### src/verilog/rtcev_pkg.sv
// Package of register offsets, field positions and encodings for the calendar alarm and event flag block.
`default_nettype none
package rtcev_pkg;
  // -----------------------------------------------------------------
  // Register byte offsets
  // -----------------------------------------------------------------
  localparam logic [7:0] OFS_CAL_ALARM    = 8'h14;
  localparam logic [7:0] OFS_EVENT_FLAGS  = 8'h18;
  localparam logic [7:0] OFS_FLAG_CLEAR   = 8'h1C;
  localparam logic [7:0] OFS_IRQ_SET      = 8'h20;
  localparam logic [7:0] OFS_IRQ_CLEAR    = 8'h24;
  localparam logic [7:0] OFS_IRQ_STATE    = 8'h28;
  localparam logic [7:0] OFS_EVENT_CTRL   = 8'h30;
  // -----------------------------------------------------------------
  // Field positions
  // -----------------------------------------------------------------
  localparam int DATE_ON_BIT     = 31;
  localparam int DATE_LSB        = 24;
  localparam int DATE_W          = 6;
  localparam int MONTH_ON_BIT    = 23;
  localparam int MONTH_LSB       = 16;
  localparam int MONTH_W         = 5;
  localparam int FLAG_ACK        = 0;
  localparam int FLAG_ALARM      = 1;
  localparam int FLAG_SEC        = 2;
  localparam int FLAG_TIME       = 3;
  localparam int FLAG_CAL        = 4;
  localparam int NFLAGS          = 5;
  localparam int CTRL_STOP_TIME  = 0;
  localparam int CTRL_STOP_CAL   = 1;
  localparam int CTRL_TSEL_LSB   = 8;
  localparam int CTRL_CSEL_LSB   = 16;
  // -----------------------------------------------------------------
  // Reset values and event selection codes
  // -----------------------------------------------------------------
  localparam logic [31:0] CAL_ALARM_RESET = 32'h0000_0000;
  localparam logic [31:0] CTRL_RESET      = 32'h0000_0000;
  localparam logic [4:0]  FLAGS_RESET     = 5'h00;
  localparam logic [1:0]  TSEL_MINUTE     = 2'h0;
  localparam logic [1:0]  TSEL_HOUR       = 2'h1;
  localparam logic [1:0]  TSEL_MIDNIGHT   = 2'h2;
  localparam logic [1:0]  TSEL_NOON       = 2'h3;
  localparam logic [1:0]  CSEL_WEEK       = 2'h0;
  localparam logic [1:0]  CSEL_MONTH      = 2'h1;
  localparam logic [1:0]  CSEL_YEAR       = 2'h2;
  localparam logic [31:0] UNMAPPED_READ   = 32'h0000_0000;
endpackage
`default_nettype wire

### src/verilog/rtcev_core.sv
// Calendar alarm match, sticky event flags and interrupt mask with an Avalon-MM register slave.
// Notes on behaviour
// - Month alarm value is stored and compared with the month counter when enabled.
// - Bit 23 enables month matching; zero disables it.
// - Date alarm value is stored and compared with the date counter when enabled.
// - Bit 31 enables date matching; zero disables it.
// - Status bit 0 reports that time or calendar may be updated.
// - Status bit 1 sets when an enabled alarm match occurs.
// - Status bit 2 is sticky, set by any second event.
// - Status bit 3 is sticky, set by the selected time event.
// - Status bit 4 is sticky, set by the selected calendar event.
// - Writing one to the clear register clears flags; zero leaves them.
// - Writing one to the enable register sets mask bits; zero does nothing.
// - Writing one to the disable register clears mask bits; zero does nothing.
// - Mask register reads one for each enabled interrupt source.
// - Time event is minute change, hour change, noon or midnight.
// - Calendar event is week, month or year change.
// - Time select codes: 00 minute, 01 hour, 10 midnight, 11 noon.
// - Calendar codes: 00 week, 01 month, 10 year, 11 none; all at 00:00:00.
// - Stop requests halt counting; counters are programmable after acknowledge.
//
// Design decision made here: the Avalon-MM slave port.
`default_nettype none
module rtcev_core (
  input  wire logic        core_clk_in,        // Peripheral clock, 20 MHz.
  input  wire logic        rst_in,             // Asynchronous reset, active high.
  input  wire logic        clk_en_in,          // Freezes all state while low.
  input  wire logic [7:0]  avs_address_in,     // Byte address.
  input  wire logic        avs_read_in,        // Read request.
  input  wire logic        avs_write_in,       // Write request.
  input  wire logic [31:0] avs_writedata_in,   // Write data.
  input  wire logic [3:0]  avs_byteenable_in,  // Byte enables.
  output logic      [31:0] avs_readdata_out,   // Read data, registered.
  output logic             avs_waitrequest_out,// Stall, low when answered.
  input  wire logic [4:0]  month_bcd_in,       // Month counter, BCD.
  input  wire logic [5:0]  date_bcd_in,        // Date counter, BCD.
  input  wire logic        time_alarm_hit_in,  // Time alarm comparator match.
  input  wire logic        second_tick_in,     // One pulse per second change.
  input  wire logic        minute_tick_in,     // Minute change pulse.
  input  wire logic        hour_tick_in,       // Hour change pulse.
  input  wire logic        noon_tick_in,       // Noon pulse.
  input  wire logic        midnight_tick_in,   // Midnight pulse.
  input  wire logic        week_tick_in,       // Monday 00:00:00 pulse.
  input  wire logic        month_tick_in,      // First of month 00:00:00 pulse.
  input  wire logic        year_tick_in,       // January 1st 00:00:00 pulse.
  input  wire logic        time_stopped_in,    // Time counters have halted.
  input  wire logic        cal_stopped_in,     // Calendar counters have halted.
  output logic             stop_time_request_out,     // Halt time counting.
  output logic             stop_calendar_request_out, // Halt calendar counting.
  output logic      [1:0]  time_event_select_out,     // Time event choice.
  output logic             irq_out             // Level interrupt.
);

  // -----------------------------------------------------------------
  // Register state
  // -----------------------------------------------------------------
  logic [31:0] calendar_alarm;
  logic [31:0] event_ctrl;
  logic [4:0]  event_flags;
  logic [4:0]  irq_mask;
  logic        answered;
  logic        alarm_prev;

  // -----------------------------------------------------------------
  // Helper functions
  // -----------------------------------------------------------------
  // Byte-lane merge used by every read-write register.
  function automatic logic [31:0] merge_bytes(input logic [31:0] old_v, input logic [31:0] new_v,
                                              input logic [3:0] be);
    logic [31:0] r;
    r = old_v;
    for (int i = 0; i < 4; i++)
    begin
      if (be[i])
        r[i*8 +: 8] = new_v[i*8 +: 8];
    end
    return r;
  endfunction

  // -----------------------------------------------------------------
  // Bus access decode
  // -----------------------------------------------------------------
  // Every access seen while clk_en_in is high is answered one cycle later, so waitrequest is high only in the first cycle.
  logic access;
  logic wr_go;
  logic [4:0] wr_low;
  assign access              = (avs_read_in | avs_write_in) & ~answered;
  assign avs_waitrequest_out = access;
  assign wr_go               = avs_write_in & access & clk_en_in;
  assign wr_low              = avs_byteenable_in[0] ? avs_writedata_in[4:0] : 5'h00;

  // Answer toggle: one stall cycle, then the request completes.
  always_ff @(posedge core_clk_in or posedge rst_in)
  begin
    if (rst_in)
      answered <= 1'b0;
    else if (clk_en_in)
      answered <= access;
  end

  // -----------------------------------------------------------------
  // Read-write registers
  // -----------------------------------------------------------------
  // Calendar alarm fields with their enables; reserved bits are kept at zero.
  always_ff @(posedge core_clk_in or posedge rst_in)
  begin
    if (rst_in)
      calendar_alarm <= rtcev_pkg::CAL_ALARM_RESET;
    else if (wr_go && avs_address_in == rtcev_pkg::OFS_CAL_ALARM)
      calendar_alarm <= merge_bytes(calendar_alarm, avs_writedata_in, avs_byteenable_in)
                        & 32'hBF9F_0000;
  end

  // Control bits steering event selection and stop requests.
  always_ff @(posedge core_clk_in or posedge rst_in)
  begin
    if (rst_in)
      event_ctrl <= rtcev_pkg::CTRL_RESET;
    else if (wr_go && avs_address_in == rtcev_pkg::OFS_EVENT_CTRL)
      event_ctrl <= merge_bytes(event_ctrl, avs_writedata_in, avs_byteenable_in) & 32'h0003_0303;
  end

  logic [1:0] tsel;
  logic [1:0] csel;
  assign tsel                      = event_ctrl[rtcev_pkg::CTRL_TSEL_LSB +: 2];
  assign csel                      = event_ctrl[rtcev_pkg::CTRL_CSEL_LSB +: 2];
  assign stop_time_request_out     = event_ctrl[rtcev_pkg::CTRL_STOP_TIME];
  assign stop_calendar_request_out = event_ctrl[rtcev_pkg::CTRL_STOP_CAL];
  assign time_event_select_out     = tsel;

  // -----------------------------------------------------------------
  // Alarm match and event selection
  // -----------------------------------------------------------------
  // A disabled field always counts as matching; with neither enabled no alarm fires from the calendar side.
  logic month_on;
  logic date_on;
  logic month_ok;
  logic date_ok;
  logic cal_match;
  logic alarm_now;
  assign month_on  = calendar_alarm[rtcev_pkg::MONTH_ON_BIT];
  assign date_on   = calendar_alarm[rtcev_pkg::DATE_ON_BIT];
  assign month_ok  = ~month_on |
                     (calendar_alarm[rtcev_pkg::MONTH_LSB +: rtcev_pkg::MONTH_W] == month_bcd_in);
  assign date_ok   = ~date_on |
                     (calendar_alarm[rtcev_pkg::DATE_LSB +: rtcev_pkg::DATE_W] == date_bcd_in);
  assign cal_match = (month_on | date_on) & month_ok & date_ok;
  // The time alarm comparator ANDs in when calendar fields are enabled, and stands alone otherwise.
  assign alarm_now = (month_on | date_on) ? (cal_match & time_alarm_hit_in) : time_alarm_hit_in;

  logic time_ev;
  logic cal_ev;
  // Time event multiplexer.
  always_comb
  begin
    if (tsel == rtcev_pkg::TSEL_MINUTE)
      time_ev = minute_tick_in;
    else if (tsel == rtcev_pkg::TSEL_HOUR)
      time_ev = hour_tick_in;
    else if (tsel == rtcev_pkg::TSEL_MIDNIGHT)
      time_ev = midnight_tick_in;
    else
      time_ev = noon_tick_in;
  end

  // Calendar event multiplexer; the reserved code selects nothing.
  always_comb
  begin
    if (csel == rtcev_pkg::CSEL_WEEK)
      cal_ev = week_tick_in;
    else if (csel == rtcev_pkg::CSEL_MONTH)
      cal_ev = month_tick_in;
    else if (csel == rtcev_pkg::CSEL_YEAR)
      cal_ev = year_tick_in;
    else
      cal_ev = 1'b0;
  end

  // Alarm is flagged on the rising edge of the match so a long match sets the flag once.
  always_ff @(posedge core_clk_in or posedge rst_in)
  begin
    if (rst_in)
      alarm_prev <= 1'b0;
    else if (clk_en_in)
      alarm_prev <= alarm_now;
  end

  // -----------------------------------------------------------------
  // Sticky flags
  // -----------------------------------------------------------------
  // Set beats clear in the same cycle so no event is lost to a racing clear.
  logic [4:0] set_vec;
  logic [4:0] clr_vec;
  assign set_vec[rtcev_pkg::FLAG_ACK]   = (stop_time_request_out & time_stopped_in) |
                                          (stop_calendar_request_out & cal_stopped_in);
  assign set_vec[rtcev_pkg::FLAG_ALARM] = alarm_now & ~alarm_prev;
  assign set_vec[rtcev_pkg::FLAG_SEC]   = second_tick_in;
  assign set_vec[rtcev_pkg::FLAG_TIME]  = time_ev;
  assign set_vec[rtcev_pkg::FLAG_CAL]   = cal_ev;
  assign clr_vec = (wr_go && avs_address_in == rtcev_pkg::OFS_FLAG_CLEAR) ? wr_low : 5'h00;

  always_ff @(posedge core_clk_in or posedge rst_in)
  begin
    if (rst_in)
      event_flags <= rtcev_pkg::FLAGS_RESET;
    else if (clk_en_in)
      event_flags <= (event_flags & ~clr_vec) | set_vec;
  end

  // -----------------------------------------------------------------
  // Interrupt mask
  // -----------------------------------------------------------------
  // Set and clear ports; a simultaneous set is impossible since only one address is written per cycle.
  always_ff @(posedge core_clk_in or posedge rst_in)
  begin
    if (rst_in)
      irq_mask <= rtcev_pkg::FLAGS_RESET;
    else if (wr_go && avs_address_in == rtcev_pkg::OFS_IRQ_SET)
      irq_mask <= irq_mask | wr_low;
    else if (wr_go && avs_address_in == rtcev_pkg::OFS_IRQ_CLEAR)
      irq_mask <= irq_mask & ~wr_low;
  end

  // Registered interrupt so the output is glitch free; it lags the flags by one cycle.
  always_ff @(posedge core_clk_in or posedge rst_in)
  begin
    if (rst_in)
      irq_out <= 1'b0;
    else if (clk_en_in)
      irq_out <= |(event_flags & irq_mask);
  end

  // -----------------------------------------------------------------
  // Read data
  // -----------------------------------------------------------------
  // Write-only and unmapped offsets read as zero.
  always_ff @(posedge core_clk_in or posedge rst_in)
  begin
    if (rst_in)
      avs_readdata_out <= rtcev_pkg::UNMAPPED_READ;
    else if (clk_en_in && avs_read_in && access)
    begin
      if (avs_address_in == rtcev_pkg::OFS_CAL_ALARM)
        avs_readdata_out <= calendar_alarm;
      else if (avs_address_in == rtcev_pkg::OFS_EVENT_FLAGS)
        avs_readdata_out <= {27'h0, event_flags};
      else if (avs_address_in == rtcev_pkg::OFS_IRQ_STATE)
        avs_readdata_out <= {27'h0, irq_mask};
      else if (avs_address_in == rtcev_pkg::OFS_EVENT_CTRL)
        avs_readdata_out <= event_ctrl;
      else
        avs_readdata_out <= rtcev_pkg::UNMAPPED_READ;
    end
  end

endmodule
`default_nettype wire

### config.mk
export PLATFORM = sky130hd
export DESIGN_NAME = rtcev_core
export DESIGN_NICKNAME = d
export VERILOG_FILES = /design/src/verilog/rtcev_pkg.sv /design/src/verilog/rtcev_core.sv
export SDC_FILE = /design/constraint.sdc
export NUM_CORES = 1
export LEC_CHECK = 0
export BUFFER_PORTS_ARGS = -buffer_cell sky130_fd_sc_hd__buf_2
export CAP_MARGIN = 0
export CORE_MARGIN = 2
export CORE_UTILIZATION = 35
export CTS_CLUSTER_DIAMETER = 150
export DETAILED_ROUTE_END_ITERATION = 6
export PLACE_DENSITY = 0.69
export REMOVE_ABC_BUFFERS = 1
export SLEW_MARGIN = 25
export SYNTH_ARGS = -nofsm -noshare
export SYNTH_HDL_FRONTEND = slang
export SYNTH_SLANG_ARGS = --single-unit
export TNS_END_PERCENT = 30
### constraint.sdc
create_clock -name core_clk_in -period 1.85 [get_ports core_clk_in]
set_input_delay 0.185 -clock core_clk_in [delete_from_list [all_inputs] [get_ports core_clk_in]]
set_output_delay 0.185 -clock core_clk_in [all_outputs]
set_load 0.02 [all_outputs]
==> flow_summary.ini, run 1 <==
[floorplan]
starting_utilization_of_the_core_area_pct = 36.26
ioPinCount = 109
fp.dieW_um = 87.90
floorplan.die.height_um = 87.90
coreArea_um2 = 6794
core.rowCount = 30
design.die.area_um2 = 7726

[placed_design]
finalWeightedCongestion = 0.9309
place_worst_setup_slack_ns = 0.02383
port_buffers = 84
detailed_place_hpwl_mm = 4.671
placedCellCount = 393
detailed_place.area_um2 = 2990

[critical_path]
crit_start = answered$_DFFE_PP0P_
critPathCaptureType = flop
startpoint_of_the_lowest_slack_register_to_register_path = answered$_DFFE_PP0P_
critical_path_class = flop to flop
crit_required_ns = 2.04
worstPathArrival_ns = 1.92
rr_worst_depth = 5
r2r_slack_ns = 0.12
worst_setup_path_start_kind = flop
crit_fanout = 10

[clock_tree]
cts_buffer_depth = 2
htree_levels = 2
worstSkewPairLatency_ns = 0.30
clock_sink_count = 52
cts_tree = built
worst_path_clk_slew_ns = 0.10
post-cts-setup-buffer-count = 0
cts-root-buf = sky130_fd_sc_hd__clkbuf_8
cts_made_buffers = 5

[sta]
count_of_final_hold_check_violations = 0
final_max_slew_viol_count = 0
tns_ns = 0
clock.fmax_ghz = 0.5769
setup_viol_count_final = 0
final.hold.worst_slack_ns = 0.1043
post-route-period-util_pct = 93.70
period_minus_slack_ns = 1.733
rsz0062_at_grt = no
finClkSkew_ns = 0.01072
post-route-worst-setup-slack_ns = 0.1166

[synth]
synth_cell_types = 34
netlist_area_um2 = 2464
ys_seq_elements = 52
fraction_of_the_yosys_area_taken_by_sequential_cells_pct = 52.82
yosysWarningCount = 0
syn_avg_cell_area_um2 = 11.51
netlist_instances = 214

[power_and_ir_drop]
totalPowerFinal_mw = 2.113
irDropWorstVdd_mv = 0.3824
leakage_nw = 1.593
power_density_nw_per_um2 = 678.7

[run_status]
run_status = complete, no violations

[grt]
grt.total_usage_pct = 16.42
first_global_vias = 1942
grt_first_pass_wirelength_mm = 9.673
number_of_antenna_violations_at_the_first_check_in_global_routing = 0
grt_start_max_net_pins = 34
grt_overflow_total = 0

[job]
max_cap_viol_count = 0

[detailed_routing]
postRouteWirelength_mm = 6.058
vias_per_cell = 4.908
detail_route.wl_per_cell_um = 15.07
post-route-drc-count = 0
drt_first_iter_violations = 89
first_pass_iters = 4
route.vias.total = 1973
antenna_violating_nets_remaining = 0

[finish]
drive_above_1_share_pct = 42.81
antennaDiodeCount = 0
area_grow_syn2layout_pct = 26.36
final_cells = 402
design_area_um2 = 3113
final_core_util_pct = 45.82
layout.nets = 376

[min_path]
hp-class = input port to flop
hp-start = second_tick_in
==> where the power goes <==
part | total (mW) | internal, mW | switching, mW
registers | 1.17 | 1.16 | 0.0189
clock network | 0.680 | 0.305 | 0.375
logic | 0.258 | 0.107 | 0.152
==> layer usage <==
metal / routed length, µm / global-route usage, %
met4: 90 / 6.014
met3: 489 / 4.241
met1: 2726 / 22.16
met5: 0 / 0
met2: 2752 / 25.62
==> worst min path at each step <==
stage | endpoint | slack [ns] | cells after the start
final | event_flags[2]$_DFFE_PP0P_ | 0.10 | 2
after global routing | calendar_alarm[27]$_DFFE_PP0P_ | 0.1 | 2
after CTS | event_flags[2]$_DFFE_PP0P_ | 0.1 | 2
after detailed placement | avs_readdata_out[29]$_DFFE_PP0P_ | 0.22 | 2
after global placement | avs_readdata_out[29]$_DFFE_PP0P_ | 0.21 | 2
after floorplan | flop | 0.28 | 1
==> cells in the final DEF, fill, tap and decap left out, types with 2 or more instances in the layout <==
cell type,count
sky130_fd_sc_hd__xnor2_1,4
sky130_fd_sc_hd__mux2_2,20
sky130_fd_sc_hd__nor2_1,4
sky130_fd_sc_hd__clkbuf_8,6
sky130_fd_sc_hd__a22o_1,19
sky130_fd_sc_hd__nand3b_1,3
sky130_fd_sc_hd__a222oi_1,3
sky130_fd_sc_hd__nand2_1,19
sky130_fd_sc_hd__o22ai_1,2
sky130_fd_sc_hd__o31ai_1,5
sky130_fd_sc_hd__a32oi_1,2
sky130_fd_sc_hd__o21ai_0,11
sky130_fd_sc_hd__a22oi_1,4
sky130_fd_sc_hd__inv_1,3
sky130_fd_sc_hd__dfrtp_1,52
sky130_fd_sc_hd__nor3_1,4
sky130_fd_sc_hd__xor2_1,7
sky130_fd_sc_hd__buf_2,84
sky130_fd_sc_hd__nand3_1,12
sky130_fd_sc_hd__buf_4,8
sky130_fd_sc_hd__conb_1,12
sky130_fd_sc_hd__nand2_2,3
==> registers in the layout (all words and copies together), names as in the netlist, named ones only <==
signal            flops
event_ctrl            6
alarm_prev            1
calendar_alarm       13
answered              1
event_flags           5
irq_out               1
avs_readdata_out     20
==> cells by family (layout without fill, tap and decap cells) <==
logic type             count (synthesis)  in the layout  share of synthesized area, %
AND/OR/NAND/NOR                       54             54                         11.38
flip-flops                            52             52                         52.82
AO/OA/AOI/OAI                         49             49                         14.98
buffers and inverters                 25            106                         6.297
multiplexers                          22             22                         10.46
XOR/XNOR                              11             11                         3.911
other                                  1             12                        0.1522
==> synth_stat cells, drive strengths merged <==
cell,n,area (µm²)
dfrtp,52,1301
nand2,22,85.09
mux2,20,225.2
a22o,19,166.4
buf,16,121.4
nand3,12,60.06
o21ai,12,60.06
xor2,7,61.31
nor3,6,35.03
clkbuf,5,18.77
nor2,5,18.77
o31ai,5,37.54
a22oi,4,30.03
inv,4,15.01
xnor2,4,35.03
a222oi,3,30.03
nand3b,3,22.52
a32oi,2,17.52
and2b,2,16.27
o22ai,2,12.51
a31oi,1,6.260
conb,1,3.750
mux2i,1,10.01
mux4,1,22.52
nand4,1,6.260
nor4,1,6.260
nor4b,1,23.77
o2bb2ai,1,8.760
or3,1,6.260
==> what timing repair did <==
| action | 4_1_cts | 5_1_grt |
|---|---|---|
| endpoints found under the hold margin | 19 | 0 |
| hold buffers | 1 | 0 |
| endpoints found under the setup margin | 0 | 23 |
| gates resized for setup | 0 | 6 |
==> worst max-delay path, stage by stage (launching register included) <==
cell,delay [ns]
sky130_fd_sc_hd__dfrtp_1,0.43
sky130_fd_sc_hd__nor4b_4,0.33
sky130_fd_sc_hd__nand2_2,0.13
sky130_fd_sc_hd__or3_4,0.44
sky130_fd_sc_hd__o21ai_0,0.19
sky130_fd_sc_hd__o31ai_1,0.09
==> cell type report <==
| type | instances | area (µm²) |
|---|---|---|
| Tap cell | 96 | 120.1 |
| Clock buffer | 7 | 86.33 |
| Sequential cell | 52 | 1301 |
| Multi-Input combinational cell | 148 | 1072 |
| Fill cell | 684 | 3681 |
| Timing Repair Buffer | 94 | 510.5 |
| Clock inverter | 1 | 7.507 |
| Inverter | 4 | 15.01 |
Power figures use the tool's default switching activity.
==> run 2, diff against run 1 <==
--- a/config.mk
+++ b/config.mk
@@ -9,10 +9,10 @@
 export CAP_MARGIN = 0
 export CORE_MARGIN = 2
 export CORE_UTILIZATION = 35
+export CTS_BUF_LIST = sky130_fd_sc_hd__clkbuf_8
 export CTS_CLUSTER_DIAMETER = 150
 export DETAILED_ROUTE_END_ITERATION = 6
 export PLACE_DENSITY = 0.69
-export REMOVE_ABC_BUFFERS = 1
 export SLEW_MARGIN = 25
 export SYNTH_ARGS = -nofsm -noshare
 export SYNTH_HDL_FRONTEND = slang
==> flow_summary.ini, run 2 (same netlist as run 1, synthesis figures left out) <==
[placed_design]
finalWeightedCongestion = 0.9251
place_worst_setup_slack_ns = 0.03152
detailed_place_hpwl_mm = 4.541
detailed_place.area_um2 = 3005
port_buffers = 84

[min_path]
holdPathStages = 2
hp-class = input port to flop

[grt]
number_of_antenna_violations_at_the_first_check_in_global_routing = 0
grt.total_usage_pct = 15.57
gr-usage-met1_pct = 21.67
grt_first_pass_wirelength_mm = 9.287
grt_busiest_layer = met2
grtUsageMet3_pct = 3.676
grt_start_max_net_pins = 29
met2_usage_pct = 24.79
grt_overflow_total = 0
first_global_vias = 1901

[clock_tree]
cts_tree = built
worstSkewPairLatency_ns = 0.31
cts_made_buffers = 5
cts_buffer_depth = 2
cts-root-buf = sky130_fd_sc_hd__clkbuf_8
clock_sink_count = 52
htree_levels = 2
worst_path_clk_slew_ns = 0.11
post-cts-setup-buffer-count = 0

[critical_path]
crit_required_ns = 2.04
worstPathCellList = nor4b_4 > nand2_2 > or3_4 > o21ai_0 > o31ai_1
worst_path_max_delay_cell = sky130_fd_sc_hd__or3_4
max_stage_delay_ns = 0.44
worstPathArrival_ns = 1.85
worst_setup_path_start_kind = flop
crit_fanout = 10
logic_depth_of_the_worst_setup_path_including_buffers = 5
critPathBufInv = 0
critPathCaptureType = flop
cp_top_family = simple AND/OR/NAND/NOR gates
critical_path_class = flop to flop
rr_worst_depth = 5

[power_and_ir_drop]
totalPowerFinal_mw = 2.119
leakage_nw = 1.608
power_density_nw_per_um2 = 677.6
irDropWorstVdd_mv = 0.3141

[finish]
drive_above_1_share_pct = 43.18
area_grow_syn2layout_pct = 26.92
top_regs = avs_readdata_out (20), calendar_alarm (13), event_ctrl (6)
mostFrequentLayoutCell = sky130_fd_sc_hd__buf_2
layout.nets = 378
antennaDiodeCount = 0
design_area_um2 = 3127
largest_register_by_flop_count = avs_readdata_out
max_ffs_per_register = 20
final_core_util_pct = 46.02
layout.cells.most_common_list = sky130_fd_sc_hd__buf_2, sky130_fd_sc_hd__dfrtp_1, sky130_fd_sc_hd__mux2_2, sky130_fd_sc_hd__nand2_1, sky130_fd_sc_hd__a22o_1

[sta]
clock.fmax_ghz = 0.6028
final_max_slew_viol_count = 0
setup_viol_count_final = 0
post-route-period-util_pct = 89.67
rsz0062_at_grt = no
post-route-worst-setup-slack_ns = 0.1911
tightestPinTransition_ns = 0.6386
finClkSkew_ns = 0.01651
period_minus_slack_ns = 1.659
tns_ns = 0
slew_headroom_pct = 57.36
count_of_final_hold_check_violations = 0

[floorplan]
core.rowCount = 30
design.die.area_um2 = 7726
ioPinCount = 109
starting_utilization_of_the_core_area_pct = 36.26
coreArea_um2 = 6794
fp.dieW_um = 87.90
floorplan.die.height_um = 87.90

[detailed_routing]
drt_first_iter_violations = 118
detail_route.wl_per_cell_um = 14.64
antenna_violating_nets_remaining = 0
first_pass_iters = 4
post-route-drc-count = 0
vias_per_cell = 5.032
postRouteWirelength_mm = 5.913
route.vias.total = 2033

[run_status]
run_status = complete, no violations

[job]
max_cap_viol_count = 0
[run 2: changes by cell type in the layout (fill, tap and decap cells not counted), sizes merged]
cell,previous run,this run
buf,93,95
clkbuf,7,5
inv,4,6
clkinv,0,1
clkinvlp,1,0
[run 2: final timing paths]
path | startpoint | end | slack (ns)
setup / recovery | answered$_DFFE_PP0P_ | flop | 0.19
hold / removal | avs_writedata_in[24] | calendar_alarm[24]$_DFFE_PP0P_ | 0.1
setup reg to reg | answered$_DFFE_PP0P_ | flop | 0.19
hold reg to reg | avs_readdata_out[4]$_DFFE_PP0P_ | avs_readdata_out[4]$_DFFE_PP0P_ | 0.49
max in group asynchronous | rst_in | calendar_alarm[28]$_DFFE_PP0P_ | 0.78
min in group asynchronous | rst_in | alarm_prev$_DFFE_PP0P_ | 0.51
[run 2: metal layers]
| layer | part of all wire (%) | wire, µm |
|---|---|---|
| met5 | 0 | 0 |
| met4 | 0.71 | 42 |
| met3 | 5.2 | 306 |
| met2 | 49 | 2917 |
| met1 | 45 | 2646 |
[run 2: report_power, final]
group | internal (mW) | switching [mW]
sequential | 1.16 | 0.0166
clock | 0.279 | 0.400
combinational | 0.111 | 0.156
[run 2: final cells by class]
| type | instances | area (µm²) |
|---|---|---|
| Fill cell | 665 | 3667 |
| Sequential cell | 52 | 1301 |
| Multi-Input combinational cell | 148 | 1070 |
| Timing Repair Buffer | 96 | 525.5 |
| Tap cell | 96 | 120.1 |
| Clock buffer | 5 | 68.82 |
| Clock inverter | 3 | 26.28 |
| Inverter | 4 | 15.01 |
[run 2: timing repair]
action	4_1_cts	5_1_grt
endpoints found under the setup margin	0	18
endpoints found under the hold margin	27	0
gates resized for setup	0	4
hold buffers	1	0
[run 2: per-stage QoR]
stage	hold slack [ns]	cells
floorplan	0.2808	225
global placement	0.3074	395
detailed placement	0.3199	395
CTS	0.09513	404
global route	0.08394	404
finish	0.09931	404
==> run 3, diff against run 2 <==
--- a/config.mk
+++ b/config.mk
@@ -5,6 +5,7 @@
 export SDC_FILE = /design/constraint.sdc
 export NUM_CORES = 1
 export LEC_CHECK = 0
+export ABC_AREA = 1
 export BUFFER_PORTS_ARGS = -buffer_cell sky130_fd_sc_hd__buf_2
 export CAP_MARGIN = 0
 export CORE_MARGIN = 2
@@ -12,7 +13,7 @@
 export CTS_BUF_LIST = sky130_fd_sc_hd__clkbuf_8
 export CTS_CLUSTER_DIAMETER = 150
 export DETAILED_ROUTE_END_ITERATION = 6
-export PLACE_DENSITY = 0.69
+export PLACE_DENSITY = 0.65
 export SLEW_MARGIN = 25
 export SYNTH_ARGS = -nofsm -noshare
 export SYNTH_HDL_FRONTEND = slang
==> constraint.sdc (replaced) <==
create_clock -name core_clk_in -period 2.1 [get_ports core_clk_in]
set_input_delay 0.21 -clock core_clk_in [delete_from_list [all_inputs] [get_ports core_clk_in]]
set_output_delay 0.21 -clock core_clk_in [all_outputs]
set_load 0.02 [all_outputs]
==> flow_summary.ini, run 3 <==
[clock_tree]
cts_buffer_depth = 2
cts-root-buf = sky130_fd_sc_hd__clkbuf_8
clock_sink_count = 52
cts_tree = built
worst_path_clk_slew_ns = 0.09
htree_levels = 2
cts_made_buffers = 5
worstSkewPairLatency_ns = 0.30
number_of_instances_resized_during_post_cts_repair = 0

[synth]
fraction_of_the_yosys_area_taken_by_sequential_cells_pct = 48.87
netlist_area_um2 = 2663
synthDominantAreaCellType = sky130_fd_sc_hd__dfrtp_1
combinational_family_with_the_most_area_after_synthesis = simple AND/OR/NAND/NOR gates
async_reset_ff_share_pct = 100.0
compound_gate_fraction_of_synth_area_pct = 10.86
syn_avg_cell_area_um2 = 7.673
synth_most_common_cell = sky130_fd_sc_hd__nand2_1
netlist.area_leader.share_pct = 48.87
synthSimpleGateAreaFrac_pct = 27.30
ys_flop_type = sky130_fd_sc_hd__dfrtp_1
synth_xor_area_share_pct = 0.9868
synth_common_cells = sky130_fd_sc_hd__nand2_1, sky130_fd_sc_hd__dfrtp_1, sky130_fd_sc_hd__inv_1
ys_seq_elements = 52
synth_enable_flop_cells = 0
cells_taking_the_most_area_after_synthesis = sky130_fd_sc_hd__dfrtp_1, sky130_fd_sc_hd__nand2_1, sky130_fd_sc_hd__inv_1, sky130_fd_sc_hd__nand3_1, sky130_fd_sc_hd__o21ai_0
yosysWarningCount = 0
synth-adder-area-share_pct = 0
post_synthesis_mux_area_share_pct = 0
netlist_instances = 347
synth_cell_types = 28

[min_path]
hp-start = second_tick_in
hp-class = input port to flop

[sta]
final_max_slew_viol_count = 0
period_minus_slack_ns = 1.462
finClkSkew_ns = 0.006512
setup_viol_count_final = 0
count_of_final_hold_check_violations = 0
clock.fmax_ghz = 0.6840
rsz0062_at_grt = no
post-route-period-util_pct = 69.62
post-route-worst-setup-slack_ns = 0.6380
slew_headroom_pct = 65.64
tns_ns = 0
tightestPinTransition_ns = 0.5126

[grt]
grt_start_max_net_pins = 22
first_global_vias = 2373
grt_first_pass_wirelength_mm = 10.61
grt.total_usage_pct = 15.66
grt_overflow_total = 0
number_of_antenna_violations_at_the_first_check_in_global_routing = 0

[placed_design]
detailed_place_hpwl_mm = 4.754
place_worst_setup_slack_ns = 0.4823
finalWeightedCongestion = 0.8365
port_buffers = 84
detailed_place.area_um2 = 3132

[power_and_ir_drop]
irDropWorstVdd_mv = 0.3438
power_density_nw_per_um2 = 556.7
totalPowerFinal_mw = 1.799
leakage_nw = 1.856

[critical_path]
worstPathArrival_ns = 1.64
critical_path_class = flop to flop
crit_fanout = 8
crit_required_ns = 2.28
critPathCaptureType = flop
worst_setup_path_start_kind = flop
startpoint_of_the_lowest_slack_register_to_register_path = answered$_DFFE_PP0P_
crit_start = answered$_DFFE_PP0P_

[finish]
max_ffs_per_register = 20
top_regs = avs_readdata_out (20), calendar_alarm (13), event_ctrl (6)
drive_above_1_share_pct = 24.19
area_grow_syn2layout_pct = 21.38
layout.nets = 504
largest_register_by_flop_count = avs_readdata_out
mostFrequentLayoutCell = sky130_fd_sc_hd__nand2_1
antennaDiodeCount = 0
design_area_um2 = 3232
final_core_util_pct = 44.32
layout.cells.most_common_list = sky130_fd_sc_hd__nand2_1, sky130_fd_sc_hd__buf_2, sky130_fd_sc_hd__dfrtp_1, sky130_fd_sc_hd__inv_1, sky130_fd_sc_hd__nor2_1

[floorplan]
coreArea_um2 = 7292
ioPinCount = 109
starting_utilization_of_the_core_area_pct = 36.51
fp.dieW_um = 91.22
core.rowCount = 31
floorplan.die.height_um = 91.22
design.die.area_um2 = 8321

[detailed_routing]
first_pass_iters = 4
post-route-drc-count = 0
vias_per_cell = 4.512
route.vias.total = 2405
detail_route.wl_per_cell_um = 11.40
antenna_violating_nets_remaining = 0
postRouteWirelength_mm = 6.077
drt_first_iter_violations = 71

[job]
max_cap_viol_count = 0

[run_status]
run_status = complete, no violations
## run 3: cell count changes in the layout (fill, tap and decap cells not counted), moves of 13 or more
cell,change
sky130_fd_sc_hd__nand2_1,+83
sky130_fd_sc_hd__inv_1,+44
sky130_fd_sc_hd__nor2_1,+24
sky130_fd_sc_hd__mux2_2,-20
sky130_fd_sc_hd__a22o_1,-18
sky130_fd_sc_hd__a21oi_1,+17
sky130_fd_sc_hd__nand3_1,+13
## run 3: layout make-up
type,count,area (µm²)
clock buffer,6,82.58
clock inverter,2,7.507
fill,764,4060
inverter,47,176.4
multi-input combinational,239,1087
sequential,52,1301
tap,99,123.9
timing repair buffer,88,452.9
## run 3: logic make-up (layout without fill, tap and decap cells)
family,after synthesis,in the layout
AND/OR/NAND/NOR,169,169
flip-flops,52,52
buffers and inverters,67,143
AO/OA/AOI/OAI,55,55
other,1,12
XOR/XNOR,3,3
## run 3: final timing paths
check                      slack, ns                              end  cells after the start
hold / removal                  0.12       event_flags[2]$_DFFE_PP0P_                      3
setup reg to reg                0.64       event_flags[3]$_DFFE_PP0P_                      6
max in group asynchronous       1.14       event_flags[3]$_DFFE_PP0P_                      4
setup / recovery                0.64       event_flags[3]$_DFFE_PP0P_                      6
min in group asynchronous       0.40        event_ctrl[1]$_DFFE_PP0P_                      3
hold reg to reg                 0.48  avs_readdata_out[2]$_DFFE_PP0P_                      2
## run 3: repair_timing
item,4_1_cts,5_1_grt
setup buffers,0,0
endpoints found under the hold margin,11,0
hold buffers,1,0
## run 3: power by group
part | switching [mW] | internal, mW
logic | 0.136 | 0.0737
clock network | 0.308 | 0.260
registers | 0.00882 | 1.01
total | 0.453 | 1.35
## run 3: metal layers
| layer | global-route usage (%) | routed length, µm | vias up |
|---|---|---|---|
| li1 | - | - | 1231 |
| met1 | 21.13 | 2903 | 1107 |
| met2 | 26.36 | 2860 | 61 |
| met3 | 2.573 | 264 | 6 |
| met4 | 3.788 | 48 | 0 |
| met5 | 0 | 0 | - |
## run 3: stage by stage
stage	hold slack (ns)	std cells
6_report	0.1249	533
3_5_place_dp	0.1715	524
2_1_floorplan	0.3268	358
5_1_grt	0.1316	533
3_3_place_gp	0.1669	524
4_1_cts	0.1120	533
## run 3: critical path, stage by stage (launching register included)
cell and delay (ns):
sky130_fd_sc_hd__dfrtp_1 0.41, sky130_fd_sc_hd__nor2_2 0.14, sky130_fd_sc_hd__nand2_2 0.11, sky130_fd_sc_hd__nor2_8 0.18
sky130_fd_sc_hd__nand3_1 0.19, sky130_fd_sc_hd__o21ai_0 0.21, sky130_fd_sc_hd__o21ai_0 0.11
